[src/common/e3ai_pkg.sv]
// constants and types for the receive alarm interrupt block
// Operation
// - Alarm indication is declared when two consecutive received frames hold seven or fewer zeros in total.
// - A declared alarm indication clears once two consecutive frames each hold eight or more zeros.
// - The alarm-change interrupt, when enabled, fires both on declaration and on clearing.
// - Enable register bit 0 gates the alarm-change interrupt, one enabling and zero disabling it.
// - An alarm-change interrupt drives the interrupt request output low.
// - An alarm-change interrupt sets status register bit 0.
// - The present alarm state reads as a read-only flag at bit 3 of the configuration and status register.
// - The block never sends or clears the far-end failure indication on its own.
// - Out-of-frame is declared after four consecutive frames with errored alignment patterns.
// - While out-of-frame the previous alignment stays in use for payload until a new one is acquired.
// - The alignment-change interrupt, when enabled, fires when sync is regained at a different alignment.
// - Enable register bit 4 gates the alignment-change interrupt.
// - An alignment-change interrupt drives the interrupt request output low.
// - An alignment-change interrupt sets status register bit 4.
// - An alignment change normally comes with an out-of-frame change, so both may be pending at once.
package e3ai_pkg;
    // register map
    localparam logic [7:0] E3AI_ADDR_CFG_STAT = 8'h11;
    localparam logic [7:0] E3AI_ADDR_IRQ_EN   = 8'h12;
    localparam logic [7:0] E3AI_ADDR_IRQ_STAT = 8'h14;
    // field positions
    localparam int E3AI_BIT_FAR_END_RECEIVE_FAILURE_STATE = 0;
    localparam int E3AI_BIT_AIS_STATE  = 3;
    localparam int E3AI_BIT_OOF_STATE  = 5;
    localparam int E3AI_BIT_IRQ_AIS    = 0;
    localparam int E3AI_BIT_IRQ_OOF    = 3;
    localparam int E3AI_BIT_IRQ_FRAMING_ALIGNMENT_CHANGE   = 4;
    // writable bits and reset values
    localparam logic [7:0] E3AI_CFG_WMASK  = 8'h80;
    localparam logic [7:0] E3AI_EN_WMASK   = 8'h1F;
    localparam logic [7:0] E3AI_STAT_MASK  = 8'h19;
    localparam logic [7:0] E3AI_RESET_BYTE = 8'h00;
    // detection thresholds
    localparam int E3AI_AIS_DECL_MAX = 7;
    localparam int E3AI_AIS_CLR_MIN  = 8;
    localparam int E3AI_OOF_FRAMES   = 4;
    localparam int E3AI_ZCNT_W       = 4;
    localparam int E3AI_OFFSET_W     = 11;

    typedef enum logic {E3AI_AIS_CLEAR, E3AI_AIS_ALARM} e3ai_ais_state_t;
    typedef enum logic {E3AI_IN_FRAME, E3AI_OUT_OF_FRAME} e3ai_frm_state_t;
endpackage

[src/rtl/e3ai_ais_det.sv]
// zero counting alarm indication detector
`timescale 1ns/1ns
`default_nettype none
module e3ai_ais_det
    import e3ai_pkg::*;
#(
    parameter int ZW = E3AI_ZCNT_W
) (
    input  wire logic clk,
    input  wire logic rst_n,
    input  wire logic bit_tick,
    input  wire logic bit_val,
    input  wire logic frame_tick,
    output var  logic ais,
    output var  logic ais_change
);
    e3ai_ais_state_t state;
    logic [ZW-1:0]   zcnt;
    logic [ZW-1:0]   prev_cnt;
    logic [ZW:0]     pair_sum;
    logic            zero_now;
    logic [ZW-1:0]   next_zcnt;
    logic            decl_hit;
    logic            clr_hit;

    // a zero in the cycle of the frame tick opens the next frame
    assign zero_now  = bit_tick && !bit_val;
    assign next_zcnt = (&zcnt) ? zcnt : zcnt + ZW'(1);  // saturate, only small counts matter
    assign pair_sum  = {1'b0, prev_cnt} + {1'b0, zcnt};
    assign decl_hit  = frame_tick && (pair_sum <= (ZW+1)'(E3AI_AIS_DECL_MAX));
    assign clr_hit   = frame_tick && (prev_cnt >= ZW'(E3AI_AIS_CLR_MIN))
                       && (zcnt >= ZW'(E3AI_AIS_CLR_MIN));

    // per-frame zero count and the previous frame's count
    always_ff @(posedge clk or negedge rst_n) begin
        if (!rst_n) begin
            zcnt     <= '0;
            prev_cnt <= '1;
        end else if (frame_tick) begin
            prev_cnt <= zcnt;
            zcnt     <= zero_now ? ZW'(1) : '0;
        end else if (zero_now) begin
            zcnt <= next_zcnt;
        end
    end

    // alarm state, one change pulse per transition
    always_ff @(posedge clk or negedge rst_n) begin
        if (!rst_n) begin
            state      <= E3AI_AIS_CLEAR;
            ais_change <= 1'b0;
        end else begin
            ais_change <= 1'b0;
            case (state)
                E3AI_AIS_CLEAR: if (decl_hit) begin
                    state      <= E3AI_AIS_ALARM;
                    ais_change <= 1'b1;
                end
                E3AI_AIS_ALARM: if (clr_hit) begin
                    state      <= E3AI_AIS_CLEAR;
                    ais_change <= 1'b1;
                end
                default: state <= E3AI_AIS_CLEAR;
            endcase
        end
    end
    assign ais = (state == E3AI_AIS_ALARM);
endmodule // e3ai_ais_det
`default_nettype wire

[src/rtl/e3ai_frame_align.sv]
// out-of-frame tracking and alignment change detection
`timescale 1ns/1ns
`default_nettype none
module e3ai_frame_align
    import e3ai_pkg::*;
#(
    parameter int OW = E3AI_OFFSET_W
) (
    input  wire logic          clk,
    input  wire logic          rst_n,
    input  wire logic          frame_tick,
    input  wire logic          fas_err,
    input  wire logic          resync,
    input  wire logic [OW-1:0] resync_offset,
    output var  logic          out_of_frame,
    output var  logic [OW-1:0] align_offset,
    output var  logic          oof_change,
    output var  logic          align_change
);
    e3ai_frm_state_t state;
    logic [2:0]      err_cnt;
    logic            err_frame;
    logic            oof_hit;

    assign err_frame = frame_tick && fas_err;
    assign oof_hit   = err_frame && (err_cnt == 3'(E3AI_OOF_FRAMES - 1));

    // errored frame run, alignment and change pulses
    always_ff @(posedge clk or negedge rst_n) begin
        if (!rst_n) begin
            state        <= E3AI_IN_FRAME;
            err_cnt      <= '0;
            align_offset <= '0;
            oof_change   <= 1'b0;
            align_change <= 1'b0;
        end else begin
            oof_change   <= 1'b0;
            align_change <= 1'b0;
            case (state)
                E3AI_IN_FRAME: begin
                    if (oof_hit) begin
                        state      <= E3AI_OUT_OF_FRAME;
                        oof_change <= 1'b1;
                        err_cnt    <= '0;
                    end else if (frame_tick) begin
                        err_cnt <= fas_err ? err_cnt + 3'd1 : '0;
                    end
                end
                // old alignment kept for payload until a new one is found
                E3AI_OUT_OF_FRAME: if (resync) begin
                    state        <= E3AI_IN_FRAME;
                    oof_change   <= 1'b1;
                    align_offset <= resync_offset;
                    align_change <= (resync_offset != align_offset);
                end
                default: state <= E3AI_IN_FRAME;
            endcase
        end
    end
    assign out_of_frame = (state == E3AI_OUT_OF_FRAME);
endmodule // e3ai_frame_align
`default_nettype wire

[src/rtl/e3ai_top.sv]
// receive alarm and alignment change interrupt controller with register port
`timescale 1ns/1ns
`default_nettype none
module e3ai_top
    import e3ai_pkg::*;
#(
    parameter int OW = E3AI_OFFSET_W
) (
    input  wire logic          sys_clk,
    input  wire logic          reset_n,
    // register port
    input  wire logic [7:0]    reg_addr,
    input  wire logic [7:0]    reg_wdata,
    input  wire logic          reg_wr,
    input  wire logic          reg_rd,
    output var  logic [7:0]    reg_rdata,
    // received stream from the line side
    input  wire logic          rx_bit_tick,
    input  wire logic          rx_bit,
    input  wire logic          rx_frame_tick,
    input  wire logic          rx_fas_err,
    input  wire logic          rx_resync,
    input  wire logic [OW-1:0] rx_resync_offset,
    input  wire logic          rx_far_end_fail,
    // results
    output var  logic [OW-1:0] rx_payload_offset,
    output var  logic          irq_n
);
    logic            rst_meta;
    logic            rst_n;
    logic            ais;
    logic            ais_change;
    logic            out_of_frame;
    logic            oof_change;
    logic            align_change;
    logic [OW-1:0]   align_offset;
    logic            far_end_receive_failure_state;
    logic [7:0]      cfg_bits;
    logic [7:0]      irq_en;
    logic [7:0]      irq_stat;
    logic [7:0]      ev_vec;
    logic [7:0]      set_vec;
    logic [7:0]      clr_vec;
    logic [7:0]      next_irq_stat;
    logic [7:0]      cfg_view;
    logic [7:0]      next_rdata;
    logic            wr_cfg;
    logic            wr_en;
    logic            wr_stat;
    logic            rd_cfg;
    logic            rd_en;
    logic            rd_stat;
    logic            next_irq_n;
    logic [7:0]      next_irq_en;

    // reset release through two flops, assertion stays asynchronous
    always_ff @(posedge sys_clk or negedge reset_n) begin
        if (!reset_n) begin
            rst_meta <= 1'b0;
            rst_n    <= 1'b0;
        end else begin
            rst_meta <= 1'b1;
            rst_n    <= rst_meta;
        end
    end

    e3ai_ais_det u_ais (
        .clk        (sys_clk),
        .rst_n      (rst_n),
        .bit_tick   (rx_bit_tick),
        .bit_val    (rx_bit),
        .frame_tick (rx_frame_tick),
        .ais        (ais),
        .ais_change (ais_change)
    );

    e3ai_frame_align #(
        .OW (OW)
    ) u_align (
        .clk           (sys_clk),
        .rst_n         (rst_n),
        .frame_tick    (rx_frame_tick),
        .fas_err       (rx_fas_err),
        .resync        (rx_resync),
        .resync_offset (rx_resync_offset),
        .out_of_frame           (out_of_frame),
        .align_offset  (align_offset),
        .oof_change    (oof_change),
        .align_change  (align_change)
    );

    // payload extraction follows the held alignment, even while out of frame
    assign rx_payload_offset = align_offset;

    // far-end failure seen on the line is only reported, never acted upon
    always_ff @(posedge sys_clk or negedge rst_n) begin
        if (!rst_n) begin
            far_end_receive_failure_state <= 1'b0;
        end else begin
            far_end_receive_failure_state <= rx_far_end_fail;
        end
    end

    // address decode
    assign wr_cfg  = reg_wr && (reg_addr == E3AI_ADDR_CFG_STAT);
    assign wr_en   = reg_wr && (reg_addr == E3AI_ADDR_IRQ_EN);
    assign wr_stat = reg_wr && (reg_addr == E3AI_ADDR_IRQ_STAT);
    assign rd_cfg  = reg_rd && (reg_addr == E3AI_ADDR_CFG_STAT);
    assign rd_en   = reg_rd && (reg_addr == E3AI_ADDR_IRQ_EN);
    assign rd_stat = reg_rd && (reg_addr == E3AI_ADDR_IRQ_STAT);

    // writable configuration and enable bits
    always_ff @(posedge sys_clk or negedge rst_n) begin
        if (!rst_n) begin
            cfg_bits <= E3AI_RESET_BYTE;
            irq_en   <= E3AI_RESET_BYTE;
        end else begin
            if (wr_cfg) begin
                cfg_bits <= reg_wdata & E3AI_CFG_WMASK;
            end
            if (wr_en) begin
                irq_en <= reg_wdata & E3AI_EN_WMASK;
            end
        end
    end

    // events that set status only when their enable is on
    always_comb begin
        ev_vec                    = E3AI_RESET_BYTE;
        ev_vec[E3AI_BIT_IRQ_AIS]  = ais_change;
        ev_vec[E3AI_BIT_IRQ_OOF]  = oof_change;
        ev_vec[E3AI_BIT_IRQ_FRAMING_ALIGNMENT_CHANGE] = align_change;
    end
    assign set_vec = ev_vec & irq_en;

    // read clears, write of a one clears too; a new event wins over either
    assign clr_vec       = (rd_stat ? E3AI_STAT_MASK : E3AI_RESET_BYTE)
                           | (wr_stat ? reg_wdata : E3AI_RESET_BYTE);
    assign next_irq_stat = ((irq_stat & ~clr_vec) | set_vec) & E3AI_STAT_MASK;

    always_ff @(posedge sys_clk or negedge rst_n) begin
        if (!rst_n) begin
            irq_stat <= E3AI_RESET_BYTE;
        end else begin
            irq_stat <= next_irq_stat;
        end
    end

    // active low request, low while an enabled status bit stands;
    // uses the enables as they stand after this edge, so disabling releases at once
    assign next_irq_en = wr_en ? (reg_wdata & E3AI_EN_WMASK) : irq_en;
    assign next_irq_n  = ~|(next_irq_stat & next_irq_en);

    always_ff @(posedge sys_clk or negedge rst_n) begin
        if (!rst_n) begin
            irq_n <= 1'b1;
        end else begin
            irq_n <= next_irq_n;
        end
    end

    // live state flags; transmit side is left to software
    always_comb begin
        cfg_view                      = cfg_bits;
        cfg_view[E3AI_BIT_AIS_STATE]  = ais;
        cfg_view[E3AI_BIT_OOF_STATE]  = out_of_frame;
        cfg_view[E3AI_BIT_FAR_END_RECEIVE_FAILURE_STATE] = far_end_receive_failure_state;
    end

    // read mux, unmapped addresses read zero; status shows pre-clear value
    assign next_rdata = rd_cfg  ? cfg_view :
                        rd_en   ? irq_en :
                        rd_stat ? irq_stat :
                        E3AI_RESET_BYTE;

    always_ff @(posedge sys_clk or negedge rst_n) begin
        if (!rst_n) begin
            reg_rdata <= E3AI_RESET_BYTE;
        end else begin
            reg_rdata <= next_rdata;
        end
    end
endmodule // e3ai_top
`default_nettype wire

[config.mk]
export PLATFORM = sky130hd
export DESIGN_NAME = e3ai_top
export DESIGN_NICKNAME = d
export VERILOG_FILES = /design/src/common/e3ai_pkg.sv /design/src/rtl/e3ai_ais_det.sv /design/src/rtl/e3ai_frame_align.sv /design/src/rtl/e3ai_top.sv
export SDC_FILE = /design/constraint.sdc
export NUM_CORES = 1
export LEC_CHECK = 0
export BUFFER_PORTS_ARGS = -buffer_cell sky130_fd_sc_hd__clkbuf_2
export CORE_MARGIN = 2
export CORE_UTILIZATION = 50
export DETAILED_ROUTE_END_ITERATION = 12
export PLACE_DENSITY = 0.76
export SYNTH_ARGS = -nofsm -noshare
export SYNTH_HDL_FRONTEND = slang
export SYNTH_SLANG_ARGS = --single-unit
[constraint.sdc]
create_clock -name sys_clk -period 2.2 [get_ports sys_clk]
set_clock_uncertainty 0.15 [all_clocks]
set_input_delay 0.11 -clock sys_clk [delete_from_list [all_inputs] [get_ports sys_clk]]
set_output_delay 0.11 -clock sys_clk [all_outputs]
set_load 0.01 [all_outputs]
==> results of run 1 <==
-- worst max-delay path by stage --
stage / depth (start not counted) / from / slack [ns] / end
4_1_cts: 5 / reg_addr[3] / 0.17 / irq_n
6_report: 5 / reg_addr[3] / 0.18 / irq_n
3_3_place_gp: 5 / reg_addr[3] / -0.07 / irq_n
5_1_grt: 5 / reg_addr[3] / 0.03 / irq_n
2_1_floorplan: 6 / reg_addr[3] / -0.05 / irq_n
3_5_place_dp: 5 / reg_addr[3] / -0.12 / irq_n
-- per-stage QoR --
stage	area (um2)	setup WS, ns	utilization, %	TNS [ns]	total power, W
after floorplan	2140	-0.0488	-	-0.0488	0.00140
after global placement	2490	-0.0744	61.4	-0.0744	0.00158
after detailed placement	2490	-0.124	61.4	-0.124	0.00160
after CTS	2840	0.169	70.0	0	0.00219
after global routing	2840	0.0336	70.0	0	0.00230
final	2840	0.176	70.0	0	0.00217
-- report_power, final --
group | switching, W | internal (W) | total (W)
Sequential | 0.000120 | 0.00100 | 0.00112
Clock | 0.000273 | 0.000287 | 0.000559
Combinational | 0.000218 | 0.000271 | 0.000489
Total | 0.000611 | 0.00156 | 0.00217
-- Yosys cell counts (3+ instances only) --
| cell | number | area (um2) |
|---|---|---|
| a21oi_1 | 6 | 30.0 |
| and3_1 | 3 | 18.8 |
| dfrtp_1 | 42 | 1050 |
| dfstp_2 | 5 | 131 |
| ha_1 | 8 | 100 |
| inv_1 | 8 | 30.0 |
| mux2_2 | 17 | 191 |
| nand2_1 | 19 | 71.3 |
| nand3_1 | 6 | 30.0 |
| nor2_1 | 3 | 11.3 |
| nor4_1 | 3 | 18.8 |
| o21ai_0 | 5 | 25.0 |
| o31ai_1 | 3 | 22.5 |
| or4b_1 | 3 | 30.0 |
| xor2_1 | 12 | 105 |
-- cells by family (layout without fill, tap and decap cells) --
group                    Yosys count  count (layout)  share of synthesized area [%]
AND/OR/NAND/NOR                   50              50                           12.7
AO/OA/AOI/OAI                     24              24                           7.54
multiplexers                      20              20                           10.9
buffers and inverters             14              99                           2.75
XOR/XNOR                          12              12                           4.91
other                              2               2                          0.351
adder cells (fa/ha/maj)            9               9                           5.61
flip-flops                        47              47                           55.2
-- layer usage --
metal | global-route usage [%] | part of all wire (%) | vias to the layer above
li1 | - | - | 789
met1 | 23.1 | 44 | 761
met2 | 31.6 | 49 | 57
met3 | 3.92 | 5.2 | 10
met4 | 9.37 | 2.2 | 0
met5 | 0 | 0 | -
-- flip-flops by register name, summed over array words and instances (netlist names), 3 cells and up --
name / cells
u_ais.zcnt: 4
reg_rdata: 7
irq_stat: 3
u_ais.prev_cnt: 4
irq_en: 5
u_align.err_cnt: 3
u_align.align_offset: 11
-- final cells by class --
cell class / instances / area share [%]
clock buffers: 8 / 3.52
flip-flops and latches: 47 / 41.7
multi-input cells: 117 / 31.7
repair buffers: 83 / 19.9
well taps: 50 / 2.20
inverters: 8 / 1.06
-- worst reg2reg max path: cells and delay by family, from the launching register on --
kind | cells | cell delay, ns
simple gates | 1 | 0.15
fa+ha+maj | 2 | 0.51
compound gates | 2 | 0.36
buf+inv | 1 | 0.06
flops | 1 | 0.54
-- what timing repair did --
action                     CTS  global route
hold buffers                25             0
hold endpoints to repair    27             0
setup endpoints to repair    0             0
setup buffers                0             0
==> run_results.csv, run 1 <==
group,metric,value,unit
run_status,outcome,"finished, final reports clean",
grt,grt_use_total,18.9,%
finish,multi_input_area,900,um2
synthesis,netlist-cell-type-count,41,
timing,slew_violations,0,
timing,fmax,494,MHz
finish,fillCellCount,292,
synthesis,synth-seq-cells,47,
worst_setup_path,worst-r2r-setup-slack,0.29,ns
flow_run,max-cap-violations,0,
finish,ff_latch_area,1180,um2
worst_setup_path,cp_slowest_cell,"or4b_1",
worst_setup_path,r2r_end,"u_ais.ais_change",
synthesis,syn_area_per_cell,12.0,um2
timing,min_period_over_period,92.0,%
synthesis,synth_cells,178,
finish,area_delta_synth_final,32.7,%
clock_network,clk_root_buffer_cell,"clkbuf_8",
timing,rsz0062_at_grt,"no",
timing,slew_headroom,62.7,%
finish,final_common_cell,"clkbuf_2",
clock_network,clkTransAtPathRegs,0.08,ns
floorplan,ioPinCount,57,
finish,final_cell_mix,"53 x clkbuf_2, 41 x dfrtp_1, 25 x dlygate4sd3_1, 19 x nand2_1, 17 x mux2_2",
routing,drc,0,
clock_network,cts_made_buffers,5,
clock_network,ctsHtreeMaxLevel,2,
timing,hold_viol_final,0,
synthesis,syn_nets,224,
floorplan,die_x,69.4,um
routing,wl,4170,um
power,power_density,764,nW/um2
synthesis,ys.flop_type,"dfrtp_1",
power,ir_drop,0.495,mV
placed_design,routabilityCongestion,0.805,
worst_hold_path,hold_end,"u_ais.zcnt[1]",
floorplan,die_h,69.4,um
floorplan,die-area,4820,um2
grt,grt.overflow.total,0,
clock_network,tritoncts,"built",
worst_hold_path,min_path_type,"in -> reg",
routing,vias,1617,
clock_network,insertion_delay,0.30,ns
synthesis,syn-cell-area,2140,um2
worst_setup_path,max_stage_delay,0.64,ns
synthesis,seq_area_frac_synth,55.2,%
clock_network,cts.path.max_buffers,2,
routing,vias_per_cell,5.17,
floorplan,start_util,52.8,%
clock_network,cts_sinks,47,
placed_design,hpwlAfterDp,2840,um
timing,setup-violations-final,0,
timing,tightest_slew,0.557,ns
grt,grt_pass1_wl,7140,um
floorplan,fp-row-count,23,
worst_setup_path,reg2reg_depth,6,
power,power.leakage,1.43,nW
worst_setup_path,cp-end-kind,"flip-flop",
synthesis,synth_edf_count,0,
worst_setup_path,crit_buf_inv,1,
synthesis,ys_async_sr_fraction,100,%
placed_design,numPlacedInstances,280,
routing,wl_per_cell,13.3,um
grt,antenna_found_initial,0,
worst_setup_path,crit_chain,"clkbuf_2 > or4b_1 > or4b_1 > mux2_4 > a222oi_1",
worst_setup_path,r2r-start,"u_ais.prev_cnt[0]",
placed_design,port_buffers,53,
grt,grt_max_degree,25,
worst_setup_path,cp_top_family,"simple AND/OR/NAND/NOR gates",
finish,drive_gt1_share,35.0,%
worst_setup_path,cp-start-kind,"primary input",
worst_setup_path,cp_max_fo,4,
floorplan,core,4060,um2
finish,final_nets,308,
finish,antennaDiodeCount,0,
worst_setup_path,path_common_cell,"or4b_1",
routing,firstDrtPassIters,4,
grt,first_global_vias,1611,
timing,fin_crit,2.02,ns
routing,final_antenna_net_count,0,
routing,drt_iter0_markers,59,
worst_setup_path,path_class,"in -> reg",
worst_setup_path,cp.required,2.24,ns
synthesis,yosysWarningCount,0,
worst_hold_path,worstHoldStart,"rx_frame_tick",
worst_setup_path,worstPathArrival,2.06,ns
clock_network,cts_resized,0,
worst_hold_path,hold_depth,2,
timing,hold_ws,0.0110,ns
finish,fin_cells,313,
Note: power is estimated with default switching activity, not from simulation.
==> run 2, diff against run 1 <==
--- a/config.mk
+++ b/config.mk
@@ -7,9 +7,9 @@
 export LEC_CHECK = 0
 export BUFFER_PORTS_ARGS = -buffer_cell sky130_fd_sc_hd__clkbuf_2
 export CORE_MARGIN = 2
-export CORE_UTILIZATION = 50
+export CORE_UTILIZATION = 52
 export DETAILED_ROUTE_END_ITERATION = 12
-export PLACE_DENSITY = 0.76
+export PLACE_DENSITY = 0.79
 export SYNTH_ARGS = -nofsm -noshare
 export SYNTH_HDL_FRONTEND = slang
 export SYNTH_SLANG_ARGS = --single-unit
==> run_results.csv, run 2 (synthesis results as in run 1) <==
group,metric,value,unit
run_status,outcome,"finished, final reports clean",
grt,first_global_vias,1567,
clock_network,cts_made_buffers,5,
routing,vias_per_cell,5.09,
grt,grt_use_total,20.6,%
timing,slew_violations,0,
floorplan,ioPinCount,57,
timing,hold_ws,0.0108,ns
placed_design,place_ws,-0.118,ns
routing,final_antenna_net_count,0,
timing,slew_headroom,64.9,%
finish,final_nets,309,
placed_design,port_buffers,53,
floorplan,fp-row-count,23,
worst_setup_path,cp-end-kind,"flip-flop",
placed_design,routabilityCongestion,0.835,
clock_network,post_cts_buffers,0,
clock_network,cts.path.max_buffers,2,
finish,area_delta_synth_final,33.4,%
placed_design,hpwlAfterDp,2950,um
grt,grt.overflow.total,0,
timing,rsz0062_at_grt,"no",
clock_network,ctsHtreeMaxLevel,2,
clock_network,tritoncts,"built",
worst_setup_path,cp_max_fo,4,
worst_setup_path,worstPathArrival,2.05,ns
floorplan,start_util,53.9,%
flow_run,max-cap-violations,0,
timing,tightest_slew,0.525,ns
finish,top_register,"u_align.align_offset",
routing,vias,1597,
worst_setup_path,cp.required,2.25,ns
worst_setup_path,path_class,"in -> reg",
finish,drive_gt1_share,35.2,%
floorplan,die-area,4650,um2
finish,fin_cells,314,
placed_design,numPlacedInstances,280,
placed_design,place_area,2480,um2
clock_network,clkTransAtPathRegs,0.08,ns
finish,final_common_cell,"clkbuf_2",
floorplan,die_h,68.2,um
routing,firstDrtPassIters,4,
clock_network,insertion_delay,0.30,ns
timing,fin_crit,2.00,ns
timing,min_period_over_period,91.0,%
finish,antennaDiodeCount,0,
finish,largest_reg_flops,11,
grt,antenna_found_initial,0,
power,power.leakage,1.44,nW
grt,grt_pass1_wl,7000,um
clock_network,clk_root_buffer_cell,"clkbuf_8",
finish,fillCellCount,289,
timing,hold_viol_final,0,
finish,reg_top3,"u_align.align_offset (11), reg_rdata (7), irq_en (5)",
worst_hold_path,min_path_type,"in -> reg",
finish,final_area,2860,um2
routing,drc,0,
grt,grt_max_degree,38,
clock_network,cts_sinks,47,
routing,wl,4250,um
finish,final_cell_mix,"53 x clkbuf_2, 41 x dfrtp_1, 26 x dlygate4sd3_1, 19 x nand2_1, 17 x mux2_2",
floorplan,die_x,68.2,um
worst_setup_path,cp-start-kind,"primary input",
timing,fmax,499,MHz
power,power_density,794,nW/um2
power,ir_drop,0.624,mV
floorplan,core,3970,um2
timing,setup-violations-final,0,
routing,wl_per_cell,13.5,um
routing,drt_iter0_markers,92,
timing,setup_slack,0.197,ns
## run 2: cell types whose count changed in the layout (fill, tap and decap cells not counted), sizes merged
| cell | change |
|---|---|
| clkbuf | -2 |
| dlygate4sd3 | +1 |
| bufinv | +1 |
| clkinv | +1 |
## run 2: worst paths after layout
path / end / depth (start not counted) / slack [ns] / start
min: u_ais.zcnt[3] / 2 / 0.01 / rx_frame_tick
min in group asynchronous: u_ais.prev_cnt[0] / 0 / 0.10 / rst_n
max: irq_n / 5 / 0.20 / reg_addr[3]
max reg2reg: u_ais.ais_change / 6 / 0.34 / u_ais.prev_cnt[0]
min reg2reg: u_ais.prev_cnt[0] / 0 / 0.10 / rst_n
max in group asynchronous: u_ais.zcnt[0] / 1 / 1.04 / rst_n
## run 2: metrics by stage
stage,util (%),power (W),setup TNS [ns]
3_5_place_dp,62.4,0.00160,-0.118
4_1_cts,71.9,0.00228,0
2_1_floorplan,-,0.00140,-0.0488
6_report,71.9,0.00227,0
5_1_grt,71.9,0.00241,0
3_3_place_gp,62.4,0.00158,-0.0796
## run 2: routing by layer
metal	track usage, %	vias to the layer above	part of all wire (%)
met2	35.4	42	50
li1	-	790	-
met5	0	-	0
met4	7.50	0	1.4
met1	25.4	759	45
met3	4.61	6	4.0
## run 2: what timing repair did
item                                    in CTS  in global routing
endpoints found under the setup margin       0                  0
hold endpoints to repair                    33                  0
resized for setup                            0                  0
hold buffers                                26                  0
## run 2: worst max-delay path, cell delays in order
cell and delay [ns]:
clkbuf_2 0.08, or4b_1 0.55, or4b_1 0.65, mux2_4 0.35, a222oi_1 0.32
## run 2: where the power goes
group          leakage [nW]  internal [W]  total, W  switching [W]
clock                0.0612      0.000368  0.000648       0.000281
combinational         0.787      0.000270  0.000502       0.000232
sequential            0.592       0.00100   0.00112       0.000114
total                  1.44       0.00164   0.00227       0.000627
## run 2: area by class of cell
type / instances / area [um2] / area share (%)
multi-input combinational: 117 / 900 / 31.5
tap: 50 / 62.6 / 2.19
clock inverter: 2 / 35.0 / 1.23
timing repair buffer: 84 / 563 / 19.7
inverter: 8 / 30.0 / 1.05
sequential: 47 / 1180 / 41.4
clock buffer: 6 / 82.6 / 2.89
==> run 3, diff against run 2 <==
--- a/config.mk
+++ b/config.mk
@@ -7,9 +7,9 @@
 export LEC_CHECK = 0
 export BUFFER_PORTS_ARGS = -buffer_cell sky130_fd_sc_hd__clkbuf_2
 export CORE_MARGIN = 2
-export CORE_UTILIZATION = 52
+export CORE_UTILIZATION = 56
 export DETAILED_ROUTE_END_ITERATION = 12
-export PLACE_DENSITY = 0.79
+export PLACE_DENSITY = 0.84
 export SYNTH_ARGS = -nofsm -noshare
 export SYNTH_HDL_FRONTEND = slang
 export SYNTH_SLANG_ARGS = --single-unit
==> constraint.sdc (replaced) <==
create_clock -name sys_clk -period 2.4 [get_ports sys_clk]
set_clock_uncertainty 0.15 [all_clocks]
set_input_delay 0.12 -clock sys_clk [delete_from_list [all_inputs] [get_ports sys_clk]]
set_output_delay 0.12 -clock sys_clk [all_outputs]
set_load 0.01 [all_outputs]
==> run_results.csv, run 3 (synthesis results as in run 1) <==
group,metric,value,unit
floorplan,fp-row-count,22,
clock_network,cts.path.max_buffers,2,
routing,drc,0,
clock_network,insertion_delay,0.30,ns
finish,final_common_cell,"clkbuf_2",
clock_network,post_cts_buffers,0,
worst_setup_path,r2r-start,"u_ais.prev_cnt[0]",
floorplan,die-area,4330,um2
grt,grt.overflow.total,0,
timing,min_period_over_period,86.7,%
timing,setup_slack,0.318,ns
routing,firstDrtPassIters,6,
timing,fmax,480,MHz
clock_network,cts_made_buffers,5,
floorplan,ioPinCount,57,
routing,wl,4270,um
power,p_total,0.00194,W
finish,largest_reg_flops,11,
clock_network,tritoncts,"built",
floorplan,core,3660,um2
routing,drt_iter0_markers,82,
worst_setup_path,path_class,"in -> reg",
worst_setup_path,max_stage_delay,0.68,ns
grt,use_met3,7.16,%
grt,antenna_found_initial,0,
power,power.leakage,1.40,nW
power,power_density,697,nW/um2
clock_network,cts_resized,0,
worst_setup_path,cp-startpoint,"reg_addr[3]",
worst_setup_path,reg2reg_depth,6,
worst_setup_path,crit_buf_inv,1,
finish,drive_gt1_share,34.2,%
worst_setup_path,worstPathArrival,2.12,ns
run_status,outcome,"finished, final reports clean",
routing,wl_per_cell,13.9,um
finish,top_register,"u_align.align_offset",
grt,grt_util_met2,35.7,%
routing,final_antenna_net_count,0,
finish,antennaDiodeCount,0,
clock_network,cts_hold_buf,23,
worst_setup_path,path_common_cell,"or4b_1",
grt,grt_use_total,21.7,%
floorplan,die_h,65.8,um
grt,first_global_vias,1613,
placed_design,port_buffers,53,
finish,multi_input_area,900,um2
worst_setup_path,crit_chain,"clkbuf_2 > or4b_1 > or4b_1 > mux2_4 > a222oi_1",
floorplan,start_util,58.5,%
routing,vias,1605,
finish,reg_top3,"u_align.align_offset (11), reg_rdata (7), irq_en (5)",
timing,tns,0,ns
timing,setup-violations-final,0,
timing,slew_headroom,65.5,%
finish,final_cell_mix,"53 x clkbuf_2, 41 x dfrtp_1, 23 x dlygate4sd3_1, 19 x nand2_1, 17 x mux2_2",
timing,tightest_slew,0.517,ns
worst_setup_path,worst-r2r-setup-slack,0.53,ns
worst_setup_path,cp_num_cells,5,
finish,ff_latch_area,1180,um2
grt,use_met1,26.0,%
finish,fin_cells,308,
grt,grt_pass1_wl,7020,um
finish,fillCellCount,240,
finish,final_nets,305,
timing,slew_violations,0,
worst_setup_path,cp_max_fo,5,
floorplan,die_x,65.8,um
flow_run,max-cap-violations,0,
timing,hold_ws,0.0310,ns
placed_design,hpwlAfterDp,2910,um
clock_network,ctsHtreeMaxLevel,2,
finish,area_delta_synth_final,29.8,%
worst_setup_path,crit_end,"irq_n",
worst_setup_path,cp.required,2.43,ns
worst_hold_path,min_path_type,"reg -> async",
placed_design,routabilityCongestion,0.837,
clock_network,cts_sinks,47,
grt,grt_max_degree,30,
timing,fin_crit,2.08,ns
worst_setup_path,cp-start-kind,"primary input",
clock_network,clk_root_buffer_cell,"clkbuf_8",
worst_setup_path,r2r_end,"u_ais.ais_change",
timing,rsz0062_at_grt,"no",
routing,vias_per_cell,5.21,
grt,busiest_layer,"met2",
clock_network,clkTransAtPathRegs,0.08,ns
power,ir_drop,0.554,mV
timing,hold_viol_final,0,
worst_setup_path,cp_top_family,"simple AND/OR/NAND/NOR gates",
placed_design,numPlacedInstances,277,
placed_design,place_ws,0.0417,ns
worst_setup_path,cp-end-kind,"flip-flop",
worst_setup_path,cp_slowest_cell,"or4b_1",
run 3: worst min path at each step:
stage	startpoint	to	slack (ns)	depth (start not counted)
2_1_floorplan	reset_n	rst_meta	-0.33	0
3_3_place_gp	reset_n	rst_meta	-0.24	1
3_5_place_dp	reset_n	rst_meta	-0.24	1
4_1_cts	reg_rd	reg_rdata[3]	0.02	3
5_1_grt	rx_frame_tick	u_ais.zcnt[3]	0.05	2
6_report	rst_n	u_ais.zcnt[3]	0.03	0
run 3: report_power, final:
part           internal [W]  switching (W)
clock              0.000207       0.000240
sequential         0.000919       0.000110
combinational      0.000245       0.000215
total               0.00137       0.000565
run 3: per-stage QoR:
stage	cell area, um2	utilization [%]
after global placement	2470	67.4
after CTS	2780	75.9
after floorplan	2140	-
after global routing	2780	75.9
after detailed placement	2470	67.4
final	2780	75.9
run 3: area by class of cell:
class | count | area share [%]
inverter | 8 | 1.08
timing repair buffer | 80 | 18.9
multi-input combinational | 117 | 32.4
sequential | 47 | 42.6
tap | 48 | 2.16
clock buffer | 8 | 2.88
run 3: layer usage:
metal	part of all wire (%)	vias to the layer above
li1	-	787
met1	43	744
met2	49	68
met3	6.9	6
met4	1.3	0
met5	0	-
